## config.mk

```make
export PLATFORM = sky130hd
export DESIGN_NAME = sensor_direct_register_space
export DESIGN_NICKNAME = d
export VERILOG_FILES = /design/src/sensor_regs_pkg.sv /design/src/sensor_direct_register_space.sv
export SDC_FILE = /design/constraint.sdc
export NUM_CORES = 1
export LEC_CHECK = 0
export ABC_AREA = 1
export BUFFER_PORTS_ARGS = -buffer_cell sky130_fd_sc_hd__buf_4
export CAP_MARGIN = 20
export CORE_MARGIN = 3
export CORE_UTILIZATION = 60
export CTS_BUF_LIST = sky130_fd_sc_hd__clkbuf_8
export DETAILED_ROUTE_END_ITERATION = 16
export PLACE_DENSITY = 0.9
export SETUP_SLACK_MARGIN = 0.3
export SLEW_MARGIN = 10
export SYNTH_ARGS = -nofsm -noshare
export SYNTH_HDL_FRONTEND = slang
export SYNTH_SLANG_ARGS = --single-unit
```

## constraint.sdc

```tcl
create_clock -name clock_in -period 2.7 [get_ports clock_in]
set_input_delay 0.81 -clock clock_in [delete_from_list [all_inputs] [get_ports clock_in]]
set_output_delay 0.81 -clock clock_in [all_outputs]
set_load 0.1 [all_outputs]
```

## src/sensor_regs_pkg.sv

```systemverilog
// Purpose: Constants and carrier types for the direct register space.
// Assumes: Byte addresses are even; each register is one 16-bit word.
// Notes: Summary of operation below.
// Summary of operation
// - Writing one to launch bit 15 starts a write; sets busy, clears done, reads zero.
// - Write status bit 8 reads one while the extended write runs.
// - Write status bit 0 goes to one when the extended write finishes.
// - Writing one to launch bit 15 starts a read; sets busy, clears done, reads zero.
// - Read status bit 8 reads one while the extended read runs.
// - Read status bit 0 goes to one when read data is available.
// - Write word bytes come from the high and low data registers in order.
// - Read word splits into high register bits 31:16 and low register bits 15:0.
// - Extended target is the low eight bits; upper eight read as zero.
// - Echo register shows the channel the echo select held at the last result update.
// - Fast pack holds top eight bits of Y high, X low, Z low.
// - Top eight bits of temperature sit in the temperature and Z pack high byte.
// - Top eight bits of the angle sit in the angle pack high byte.
// - Top eight bits of the magnitude sit in the angle pack low byte.
// - Top eight bits of sine go high and cosine low in their pack.
// - Temperature is twelve signed bits, bits 15:12 read zero.
// - Each axis is fifteen signed bits, bit 15 reads zero.
// - Angle is an unsigned fifteen-bit code.
// - Squared field magnitude is a fifteen-bit value.
// - Sine and cosine inputs are fifteen signed bits, axes set by plane select.
// - Each axis also has an untrimmed fifteen-bit debug value.
// - Shadow locations sit 0x20 above their nonvolatile twins.
package sensor_regs_pkg;

  localparam int ADDR_W = 6;
  localparam int DATA_W = 16;

  localparam logic [5:0] OFS_WR_TARGET = 6'h02;
  localparam logic [5:0] OFS_WR_HIGH = 6'h04;
  localparam logic [5:0] OFS_WR_LOW = 6'h06;
  localparam logic [5:0] OFS_WR_CTRL = 6'h08;
  localparam logic [5:0] OFS_RD_TARGET = 6'h0A;
  localparam logic [5:0] OFS_RD_CTRL = 6'h0C;
  localparam logic [5:0] OFS_RD_HIGH = 6'h0E;
  localparam logic [5:0] OFS_RD_LOW = 6'h10;
  localparam logic [5:0] OFS_ECHO = 6'h12;
  localparam logic [5:0] OFS_FAST_XY = 6'h14;
  localparam logic [5:0] OFS_FAST_TZ = 6'h16;
  localparam logic [5:0] OFS_FAST_AM = 6'h18;
  localparam logic [5:0] OFS_FAST_SC = 6'h1A;
  localparam logic [5:0] OFS_TEMP = 6'h1C;
  localparam logic [5:0] OFS_AXIS_X = 6'h1E;
  localparam logic [5:0] OFS_AXIS_Y = 6'h20;
  localparam logic [5:0] OFS_AXIS_Z = 6'h22;
  localparam logic [5:0] OFS_ANGLE = 6'h24;
  localparam logic [5:0] OFS_MAG = 6'h26;
  localparam logic [5:0] OFS_SINE = 6'h28;
  localparam logic [5:0] OFS_COSINE = 6'h2A;
  localparam logic [5:0] OFS_RAW_X = 6'h2C;
  localparam logic [5:0] OFS_RAW_Y = 6'h2E;
  localparam logic [5:0] OFS_RAW_Z = 6'h30;
  localparam logic [5:0] OFS_ECHO_SEL = 6'h34;

  // Status field positions
  localparam int BIT_LAUNCH = 15;
  localparam int BIT_BUSY = 8;
  localparam int BIT_DONE = 0;

  localparam logic [7:0] SHADOW_OFFSET = 8'h20;

  // Echo channel select codes
  localparam logic [7:0] ECHO_TEMP = 8'h00;
  localparam logic [7:0] ECHO_X = 8'h01;
  localparam logic [7:0] ECHO_Y = 8'h02;
  localparam logic [7:0] ECHO_Z = 8'h03;
  localparam logic [7:0] ECHO_ANGLE = 8'h04;
  localparam logic [7:0] ECHO_MAG = 8'h05;
  localparam logic [7:0] ECHO_SINE = 8'h06;
  localparam logic [7:0] ECHO_COSINE = 8'h07;

  typedef struct packed {
    logic [11:0] temp_value;
    logic [14:0] axis_x_value;
    logic [14:0] axis_y_value;
    logic [14:0] axis_z_value;
    logic [14:0] angle_value;
    logic [14:0] magnitude_value;
    logic [14:0] sine_value;
    logic [14:0] cosine_value;
    logic [14:0] axis_x_untrimmed_value;
    logic [14:0] axis_y_untrimmed_value;
    logic [14:0] axis_z_untrimmed_value;
  } sense_results_type;

  typedef struct packed {
    logic write;
    logic [7:0] target;
    logic [31:0] word;
  } ext_request_type;

endpackage

```

## src/sensor_direct_register_space.sv

```systemverilog
// Purpose: Direct register space with extended write and read mailboxes and result views.
// Assumes: Register port and result inputs come from logic on clock_in.
// Notes: Extended memory answers on ext_ack_in; one access is in flight at a time.
`timescale 1ns/1ps
`default_nettype none
module sensor_direct_register_space (
  // Clock and reset
  input wire logic clock_in,
  input wire logic rst_b_in,
  // Register port
  input wire logic [sensor_regs_pkg::ADDR_W-1:0] reg_addr_in,
  input wire logic reg_wr_in,
  input wire logic [1:0] reg_byte_en_in,
  input wire logic [sensor_regs_pkg::DATA_W-1:0] reg_wdata_in,
  input wire logic reg_rd_in,
  output logic [sensor_regs_pkg::DATA_W-1:0] reg_rdata_out,
  // Mode and sensing results
  input wire logic i2c_mode_in,
  input wire logic results_update_in,
  input wire sensor_regs_pkg::sense_results_type results_in,
  // Extended memory port
  output logic ext_req_out,
  output sensor_regs_pkg::ext_request_type ext_cmd_out,
  output logic ext_shadow_out,
  input wire logic ext_ack_in,
  input wire logic [31:0] ext_rdata_in
);

  typedef enum logic [1:0] {EXT_IDLE, EXT_WRITE, EXT_READ} ext_state_type;

  ext_state_type ext_state_r;
  logic [7:0] wr_target_r;
  logic [7:0] rd_target_r;
  logic [15:0] wr_high_r;
  logic [15:0] wr_low_r;
  logic [31:0] rd_word_r;
  logic wr_busy_r;
  logic wr_done_r;
  logic rd_busy_r;
  logic rd_done_r;
  logic [7:0] echo_select_r;
  logic [15:0] echo_value_r;
  sensor_regs_pkg::sense_results_type res_r;

  logic wr_hit;
  logic wr_launch;
  logic rd_launch;

  // Byte-lane aware update of a 16-bit register
  function automatic logic [15:0] merge_bytes(input logic [15:0] old_val, input logic [1:0] be,
                                              input logic [15:0] new_val);
    logic [15:0] res;
    res = old_val;
    if (be[1]) begin
      res[15:8] = new_val[15:8];
    end
    if (be[0]) begin
      res[7:0] = new_val[7:0];
    end
    return res;
  endfunction

  // Zero-pad a 15-bit field; bit 15 of every padded result word reads zero
  function automatic logic [15:0] pad15(input logic [14:0] v);
    return {1'b0, v};
  endfunction

  function automatic logic [15:0] echo_pick(input logic [7:0] sel, input sensor_regs_pkg::sense_results_type r);
    logic [15:0] v;
    v = 16'h0000;
    case (sel)
      sensor_regs_pkg::ECHO_TEMP: v = {4'h0, r.temp_value};
      sensor_regs_pkg::ECHO_X: v = pad15(r.axis_x_value);
      sensor_regs_pkg::ECHO_Y: v = pad15(r.axis_y_value);
      sensor_regs_pkg::ECHO_Z: v = pad15(r.axis_z_value);
      sensor_regs_pkg::ECHO_ANGLE: v = pad15(r.angle_value);
      sensor_regs_pkg::ECHO_MAG: v = pad15(r.magnitude_value);
      sensor_regs_pkg::ECHO_SINE: v = pad15(r.sine_value);
      sensor_regs_pkg::ECHO_COSINE: v = pad15(r.cosine_value);
      default: v = 16'h0000;
    endcase
    return v;
  endfunction

  assign wr_hit = reg_wr_in;
  // Launch only honoured on the high byte lane and while the mailbox is free
  assign wr_launch = wr_hit && reg_addr_in == sensor_regs_pkg::OFS_WR_CTRL && reg_byte_en_in[1]
                     && reg_wdata_in[sensor_regs_pkg::BIT_LAUNCH] && ext_state_r == EXT_IDLE;
  assign rd_launch = wr_hit && reg_addr_in == sensor_regs_pkg::OFS_RD_CTRL && reg_byte_en_in[1]
                     && reg_wdata_in[sensor_regs_pkg::BIT_LAUNCH] && ext_state_r == EXT_IDLE
                     && !wr_launch;

  // Mailbox address and data holding registers
  always_ff @(posedge clock_in or negedge rst_b_in) begin
    if (!rst_b_in) begin
      wr_target_r <= 8'h00;
      rd_target_r <= 8'h00;
      wr_high_r <= 16'h0000;
      wr_low_r <= 16'h0000;
      echo_select_r <= 8'h00;
    end else if (wr_hit) begin
      case (reg_addr_in)
        sensor_regs_pkg::OFS_WR_TARGET: begin
          if (reg_byte_en_in[0]) begin
            wr_target_r <= reg_wdata_in[7:0];
          end
        end
        sensor_regs_pkg::OFS_RD_TARGET: begin
          if (reg_byte_en_in[0]) begin
            rd_target_r <= reg_wdata_in[7:0];
          end
        end
        sensor_regs_pkg::OFS_WR_HIGH: wr_high_r <= merge_bytes(wr_high_r, reg_byte_en_in, reg_wdata_in);
        sensor_regs_pkg::OFS_WR_LOW: wr_low_r <= merge_bytes(wr_low_r, reg_byte_en_in, reg_wdata_in);
        sensor_regs_pkg::OFS_ECHO_SEL: begin
          if (reg_byte_en_in[0]) begin
            echo_select_r <= reg_wdata_in[7:0];
          end
        end
        default: begin
        end
      endcase
    end
  end

  // Extended access sequencer
  always_ff @(posedge clock_in or negedge rst_b_in) begin
    if (!rst_b_in) begin
      ext_state_r <= EXT_IDLE;
      ext_req_out <= 1'b0;
      ext_cmd_out <= '0;
      ext_shadow_out <= 1'b0;
    end else begin
      case (ext_state_r)
        EXT_IDLE: begin
          if (wr_launch) begin
            ext_state_r <= EXT_WRITE;
            ext_req_out <= 1'b1;
            ext_cmd_out.write <= 1'b1;
            ext_cmd_out.target <= wr_target_r;
            ext_cmd_out.word <= {wr_high_r, wr_low_r};
            ext_shadow_out <= wr_target_r >= sensor_regs_pkg::SHADOW_OFFSET;
          end else if (rd_launch) begin
            ext_state_r <= EXT_READ;
            ext_req_out <= 1'b1;
            ext_cmd_out.write <= 1'b0;
            ext_cmd_out.target <= rd_target_r;
            ext_shadow_out <= rd_target_r >= sensor_regs_pkg::SHADOW_OFFSET;
          end
        end
        EXT_WRITE, EXT_READ: begin
          if (ext_ack_in) begin
            ext_state_r <= EXT_IDLE;
            ext_req_out <= 1'b0;
          end
        end
        default: begin
          ext_state_r <= EXT_IDLE;
          ext_req_out <= 1'b0;
        end
      endcase
    end
  end

  // Write status flags; a launch cannot meet a finish since launch needs idle
  always_ff @(posedge clock_in or negedge rst_b_in) begin
    if (!rst_b_in) begin
      wr_busy_r <= 1'b0;
      wr_done_r <= 1'b0;
    end else if (wr_launch) begin
      wr_busy_r <= 1'b1;
      wr_done_r <= 1'b0;
    end else if (ext_state_r == EXT_WRITE && ext_ack_in) begin
      wr_busy_r <= 1'b0;
      wr_done_r <= 1'b1;
    end
  end

  // Read status flags and returned word
  always_ff @(posedge clock_in or negedge rst_b_in) begin
    if (!rst_b_in) begin
      rd_busy_r <= 1'b0;
      rd_done_r <= 1'b0;
      rd_word_r <= 32'h0000_0000;
    end else if (rd_launch) begin
      rd_busy_r <= 1'b1;
      rd_done_r <= 1'b0;
    end else if (ext_state_r == EXT_READ && ext_ack_in) begin
      rd_word_r <= ext_rdata_in;
      rd_busy_r <= 1'b0;
      rd_done_r <= 1'b1;
    end
  end

  // Result capture; echo follows the selected channel of the newest sample
  always_ff @(posedge clock_in or negedge rst_b_in) begin
    if (!rst_b_in) begin
      res_r <= '0;
      echo_value_r <= 16'h0000;
    end else if (results_update_in) begin
      res_r <= results_in;
      echo_value_r <= echo_pick(echo_select_r, results_in);
    end
  end

  // Registered read data; unmapped or SPI-hidden words read zero
  always_ff @(posedge clock_in or negedge rst_b_in) begin
    if (!rst_b_in) begin
      reg_rdata_out <= 16'h0000;
    end else if (reg_rd_in) begin
      case (reg_addr_in)
        sensor_regs_pkg::OFS_WR_TARGET: reg_rdata_out <= {8'h00, wr_target_r};
        sensor_regs_pkg::OFS_WR_HIGH: reg_rdata_out <= wr_high_r;
        sensor_regs_pkg::OFS_WR_LOW: reg_rdata_out <= wr_low_r;
        sensor_regs_pkg::OFS_WR_CTRL: begin
          reg_rdata_out <= 16'h0000;
          reg_rdata_out[sensor_regs_pkg::BIT_BUSY] <= wr_busy_r;
          reg_rdata_out[sensor_regs_pkg::BIT_DONE] <= wr_done_r;
        end
        sensor_regs_pkg::OFS_RD_TARGET: reg_rdata_out <= {8'h00, rd_target_r};
        sensor_regs_pkg::OFS_RD_CTRL: begin
          reg_rdata_out <= 16'h0000;
          reg_rdata_out[sensor_regs_pkg::BIT_BUSY] <= rd_busy_r;
          reg_rdata_out[sensor_regs_pkg::BIT_DONE] <= rd_done_r;
        end
        sensor_regs_pkg::OFS_RD_HIGH: reg_rdata_out <= rd_word_r[31:16];
        sensor_regs_pkg::OFS_RD_LOW: reg_rdata_out <= rd_word_r[15:0];
        sensor_regs_pkg::OFS_ECHO: reg_rdata_out <= i2c_mode_in ? echo_value_r : 16'h0000;
        sensor_regs_pkg::OFS_FAST_XY:
          reg_rdata_out <= i2c_mode_in ? {res_r.axis_y_value[14:7], res_r.axis_x_value[14:7]} : 16'h0000;
        sensor_regs_pkg::OFS_FAST_TZ:
          reg_rdata_out <= i2c_mode_in ? {res_r.temp_value[11:4], res_r.axis_z_value[14:7]} : 16'h0000;
        sensor_regs_pkg::OFS_FAST_AM:
          reg_rdata_out <= i2c_mode_in ? {res_r.angle_value[14:7], res_r.magnitude_value[14:7]} : 16'h0000;
        sensor_regs_pkg::OFS_FAST_SC:
          reg_rdata_out <= i2c_mode_in ? {res_r.sine_value[14:7], res_r.cosine_value[14:7]} : 16'h0000;
        sensor_regs_pkg::OFS_TEMP: reg_rdata_out <= {4'h0, res_r.temp_value};
        sensor_regs_pkg::OFS_AXIS_X: reg_rdata_out <= pad15(res_r.axis_x_value);
        sensor_regs_pkg::OFS_AXIS_Y: reg_rdata_out <= pad15(res_r.axis_y_value);
        sensor_regs_pkg::OFS_AXIS_Z: reg_rdata_out <= pad15(res_r.axis_z_value);
        sensor_regs_pkg::OFS_ANGLE: reg_rdata_out <= pad15(res_r.angle_value);
        sensor_regs_pkg::OFS_MAG: reg_rdata_out <= pad15(res_r.magnitude_value);
        sensor_regs_pkg::OFS_SINE: reg_rdata_out <= pad15(res_r.sine_value);
        sensor_regs_pkg::OFS_COSINE: reg_rdata_out <= pad15(res_r.cosine_value);
        sensor_regs_pkg::OFS_RAW_X: reg_rdata_out <= pad15(res_r.axis_x_untrimmed_value);
        sensor_regs_pkg::OFS_RAW_Y: reg_rdata_out <= pad15(res_r.axis_y_untrimmed_value);
        sensor_regs_pkg::OFS_RAW_Z: reg_rdata_out <= pad15(res_r.axis_z_untrimmed_value);
        sensor_regs_pkg::OFS_ECHO_SEL: reg_rdata_out <= {8'h00, echo_select_r};
        default: reg_rdata_out <= 16'h0000;
      endcase
    end
  end

endmodule
`default_nettype wire

```

# Word-level counts from Yosys, hierarchy flattened

Index checks and enable logic that the tools add are counted.
Widths: inputs -> output; s select.

Input port bits: 225
Latch bits: 0
Output and inout bits: 59
Bits in writable memories: 0
Register bits after elaboration: 331
Logic and storage cells: 126
Memories: 0
ROM bits: 0

Multiply operators: 0
Equality and inequality tests: 36
Shifts and indexed selects: 0
Bitwise operators: 1
Muxes and demuxes: 27
Div/mod/pow operators: 0
$lt $le $gt $ge: 2
Reductions and logical operators: 29
Add/subtract/negate cells: 0

Operator list:

| kind               | number |
|---|---|
| $pmux 16 s25       | 1 |
| $pmux 15 s8        | 1 |
| $mux 16            | 5 |
| $eq 6x6->1 const B | 10 |
| $eq 6x5->1 const B | 8 |
| $eq 8x3->1 const B | 4 |
| $eq 6x4->1 const B | 4 |
| $reduce_and 3->1   | 7 |
| $mux 9             | 2 |
| $eq 8x2->1 const B | 2 |
| $ge 8x6->1 const B | 2 |
| $mux 1             | 13 |
| $eq 6x3->1 const B | 2 |
| $logic_and 1x1->1  | 11 |
| $eq 8x1->1 const B | 1 |
| $logic_not 8->1    | 1 |
| $reduce_and 2->1   | 4 |
| $eq 6x2->1 const B | 1 |
| $mux 2             | 3 |
| $reduce_bool 2->1  | 3 |
| $pmux 2 s2         | 1 |
| $ne 3x3->1 const B | 1 |
| $eq 2x1->1 const B | 1 |
| $eq 2x2->1 const B | 1 |
| 6 further kinds    | 6 |

# Longest topological paths before layout

Depth in word-level cells: 10
Depth in mapped cells: 13
Gate-level depth less buffers: 12

# Worst setup path before layout

Ideal clock, no wire load.

Path type: input port to flip-flop
Start point: in reg_addr_in[1] (netlist name)
End point: reg rd_word_r[0]
Setup time: 0.127 ns
Data required time: 2.573 ns
Stages on the path: 7
Data arrival time: 1.910 ns
Path buffers: 1
Path slack: 0.662 ns
Cell sequence: inv_1 > nand2_1 > nor2_4 > nand3_2 > nand2_2 > buf_6 > mux2_1

Cells in the longest elaborated chain, start to end: 9

RTL lines:

| what                            | RTL line                            | text |
|---|---|---|
| start: declaration              | sensor_direct_register_space.sv:11  | `input wire logic [sensor_regs_pkg::ADDR_W-1:0] reg_addr_in,` |
| $eq 6x4->1                      | sensor_direct_register_space.sv:87  | `assign wr_launch = wr_hit && reg_addr_in == sensor_regs_pkg::OFS_WR_CTRL && reg_byte_en_in[1]` |
| $logic_and 1x1->1 (2 in series) | sensor_direct_register_space.sv:87  |  |
| $logic_and 1x1->1 (2 in series) | sensor_direct_register_space.sv:88  | `&& reg_wdata_in[sensor_regs_pkg::BIT_LAUNCH] && ext_state_r == EXT_IDLE;` |
| $logic_not 1->1                 | sensor_direct_register_space.sv:91  | `&& !wr_launch;` |
| $logic_and 1x1->1 *             | sensor_direct_register_space.sv:91  |  |
| $not 1->1 (no line) *           | n/a                                 |  |
| $reduce_and 2->1 (no line) *    | n/a                                 |  |
| end signal: assignment          | sensor_direct_register_space.sv:189 | `rd_word_r <= ext_rdata_in;` |
| end: declaration                | sensor_direct_register_space.sv:36  | `logic [31:0] rd_word_r;` |

Mark *: on every way between the ends. The rest lies on a longest branch, timed or not.
A chain may end at the register's enable or synchronous reset.

# Worst setup path after layout

Start point: reg reg_rdata_out[2] (netlist name)
End point: out reg_rdata_out[2] (netlist name)

RTL lines:

| what                     | RTL line                            | text |
|---|---|---|
| start: declaration       | sensor_direct_register_space.sv:16  | `output logic [sensor_regs_pkg::DATA_W-1:0] reg_rdata_out,` |
| start signal: assignment | sensor_direct_register_space.sv:212 | `sensor_regs_pkg::OFS_WR_TARGET: reg_rdata_out <= {8'h00, wr_target_r};` |
| start signal: assignment | sensor_direct_register_space.sv:213 | `sensor_regs_pkg::OFS_WR_HIGH: reg_rdata_out <= wr_high_r;` |
| start signal: assignment | sensor_direct_register_space.sv:214 | `sensor_regs_pkg::OFS_WR_LOW: reg_rdata_out <= wr_low_r;` |

No word-level cell between the ends.

==> reports/qor.yml <==
power_and_ir_drop:
  leakage_nw: 11.7
  peakVddDrop_v: 0.000505
  powerDensity_mw_per_mm2: 620
route:
  drt_iter0_drc: 2312
  wire_per_inst_um: 22.1
  vias: 18300
  wl_mm: 67.7
  final_antenna_net_count: 0
  first_pass_iters: 8
  vias_per_cell: 5.97
  drcViolationCount: 0
timing:
  timing.final.ws_setup_ps: 422
  worst_pin_slew_ps: 982
  clock.fmax_mhz: 439
  setup_violations: 0
  finalClockSkew_ps: 55.1
  period_minus_slack_ps: 2280
  rsz0062_at_grt: "false"
  setup_tns_ps: 0
  whs_ps: 219
  hold_violations: 0
  relSlewSlack_pct: 34.3
  final.period_utilization_pct: 84.4
  slew_violations: 0
yosys:
  syn_inst: 2369
  ys_seq_area_share_pct: 48.4
  syn_nets: 2597
  ys_warn_count: 0
  syn_area_per_cell_um2: 7.20
  netlist_area_mm2: 0.0171
  synth.distinct_cells: 28
  ys_ff_latch: 330
floorplanning:
  die_area_mm2: 0.0305
  die_y_um: 175
  io_pins: 284
  die_x_um: 175
  initial_core_util_pct: 61.1
  core_area_mm2: 0.0279
  rows: 61
global_route:
  grt_max_degree: 89
  gr-usage-all-layers_pct: 43.9
  antenna_found_initial: 0
  grt-ovfl-total: 0
  grt_pass1_vias: 17700
  grt_pass1_wl_mm: 103
final_layout:
  instances_no_fill: 3064
  n_antenna_cell: 0
  area_delta_synth_final_pct: 22.6
  nets: 2876
  fillers: 2079
  regArea_mm2: 0.00826
  final_common_cell: "nand2_1"
  final_cell_mix: "1044 x nand2_1, 332 x buf_4, 330 x dfrtp_1"
  drive_above_1_share_pct: 17.2
  multi_input_area_mm2: 0.00763
worst_setup_path:
  slowest_delay_ps: 510
  endpoint: "reg_rdata_out[2]"
  crit_path_end_kind: "primary output"
  cp_slowest_cell: "dfrtp_1"
  worstSetupPathType: "flip-flop to primary output"
  r2r_slack_ps: 450
  worst_r2r_path_depth: 10
  startpoint_type: "flip-flop"
  crit_family: "flip-flops"
  r2r-end: "echo_value_r[5]"
  regToRegStartpoint: "echo_select_r[0]"
  cp_cell_sequence: "buf_4"
  cp.required_ps: 1890
  cp.depth: 1
  cp.arrival_ps: 1470
  cp_num_buf_inv: 1
  crit_start: "reg_rdata_out[2]"
  critPathMaxFanout: 2
worst_hold_path:
  hold_path_class: "input pin to async pin"
clock_network:
  clock_latency_ps: 620
  cts_tree: "built"
  numCtsBuffers: 52
  clock_path_buffers: 3
  numClockSinks: 330
  clock-root-buffer: "clkbuf_8"
  cts.clk_slew.worst_paths_ps: 70
  h-tree-depth: 2
placed_design:
  gp_congestion: 1.04
  detailed_place_hpwl_mm: 51.0
  io_buffers: 283
  pre_cts_ws_ps: -80.7
  placed_cells: 2972
run_status:
  outcome: "finished clean"
run:
  cap_violations: 0
-- metrics by stage --
stage / utilization, % / area (um2) / power [mW]
global route: 74.9 / 20900 / 13.4
finish: 74.9 / 20900 / 13.0
floorplan: - / 17100 / 7.20
detailed placement: 70.9 / 19800 / 8.35
CTS: 74.9 / 20900 / 12.9
global placement: 70.9 / 19800 / 8.25
-- synth_stat cells (all sizes together) --
| library cell | instances | area, um2 |
|---|---|---|
| a21oi | 12 | 60.1 |
| buf | 75 | 425 |
| clkbuf | 51 | 191 |
| dfrtp | 330 | 8260 |
| ha | 3 | 37.5 |
| inv | 156 | 586 |
| mux2 | 24 | 270 |
| nand2 | 1048 | 3940 |
| nand3 | 249 | 1260 |
| nand3b | 20 | 150 |
| nand4 | 34 | 213 |
| nor2 | 185 | 742 |
| nor3 | 11 | 71.3 |
| o211ai | 1 | 7.51 |
| o21ai | 168 | 841 |
| o22ai | 1 | 6.26 |
| or2 | 1 | 6.26 |
-- power by group --
group	leakage [nW]	switching [mW]	internal (mW)	total, mW
logic	6.83	1.50	0.765	2.27
clock network	0.633	2.04	2.51	4.56
registers	4.21	0.591	5.56	6.15
-- layout make-up --
class | count | share of cell area (%)
multi-input combinational | 1757 | 36.5
clock inverter | 28 | 1.07
clock buffer | 64 | 4.21
inverter | 156 | 2.81
sequential | 330 | 39.5
timing repair buffer | 351 | 13.7
tap | 378 | 2.26
-- flip-flops by register name (all words and copies together) (netlist names), 2 cells and up --
register	flops
echo_select_r	8
res_r	162
reg_rdata_out	16
wr_target_r	8
echo_value_r	15
ext_state_r	2
wr_high_r	16
ext_cmd_out	41
rd_word_r	32
wr_low_r	16
rd_target_r	8
-- worst min-delay path by stage --
| stage | from | endpoint | slack, ps | cells after the start |
|---|---|---|---|---|
| 4_1_cts | rst_b_in | rd_word_r[19] | 220 | 1 |
| 3_5_place_dp | res_r[109] | res_r[109] | 460 | 2 |
| 2_1_floorplan | res_r[0] | res_r[0] | 440 | 2 |
| 5_1_grt | rst_b_in | ext_cmd_out[36] | 250 | 1 |
| 3_3_place_gp | res_r[4] | res_r[4] | 460 | 2 |
| 6_report | rst_b_in | rd_word_r[19] | 220 | 1 |
-- per-layer routing --
layer	vias up	GRT usage (%)	wire (um)
li1	8013	-	-
met1	8668	59.7	25500
met2	1381	67.3	30000
met3	228	8.37	8110
met4	0	23.3	4150
met5	-	0	0
-- kinds of logic after synthesis --
logic type	Yosys count	synth area share, %
simple gates	1548	37.4
flops	330	48.4
buf+inv	282	7.05
compound gates	182	5.36
mux	24	1.58
fa+ha+maj	3	0.220
-- repair_timing --
item,4_1_cts,5_1_grt
endpoints found under the setup margin,0,11
gates resized for setup,0,2
endpoints found under the hold margin,0,0
buffers inserted,0,0
hold buffers,0,0
Note: power is estimated with default switching activity, not from simulation.
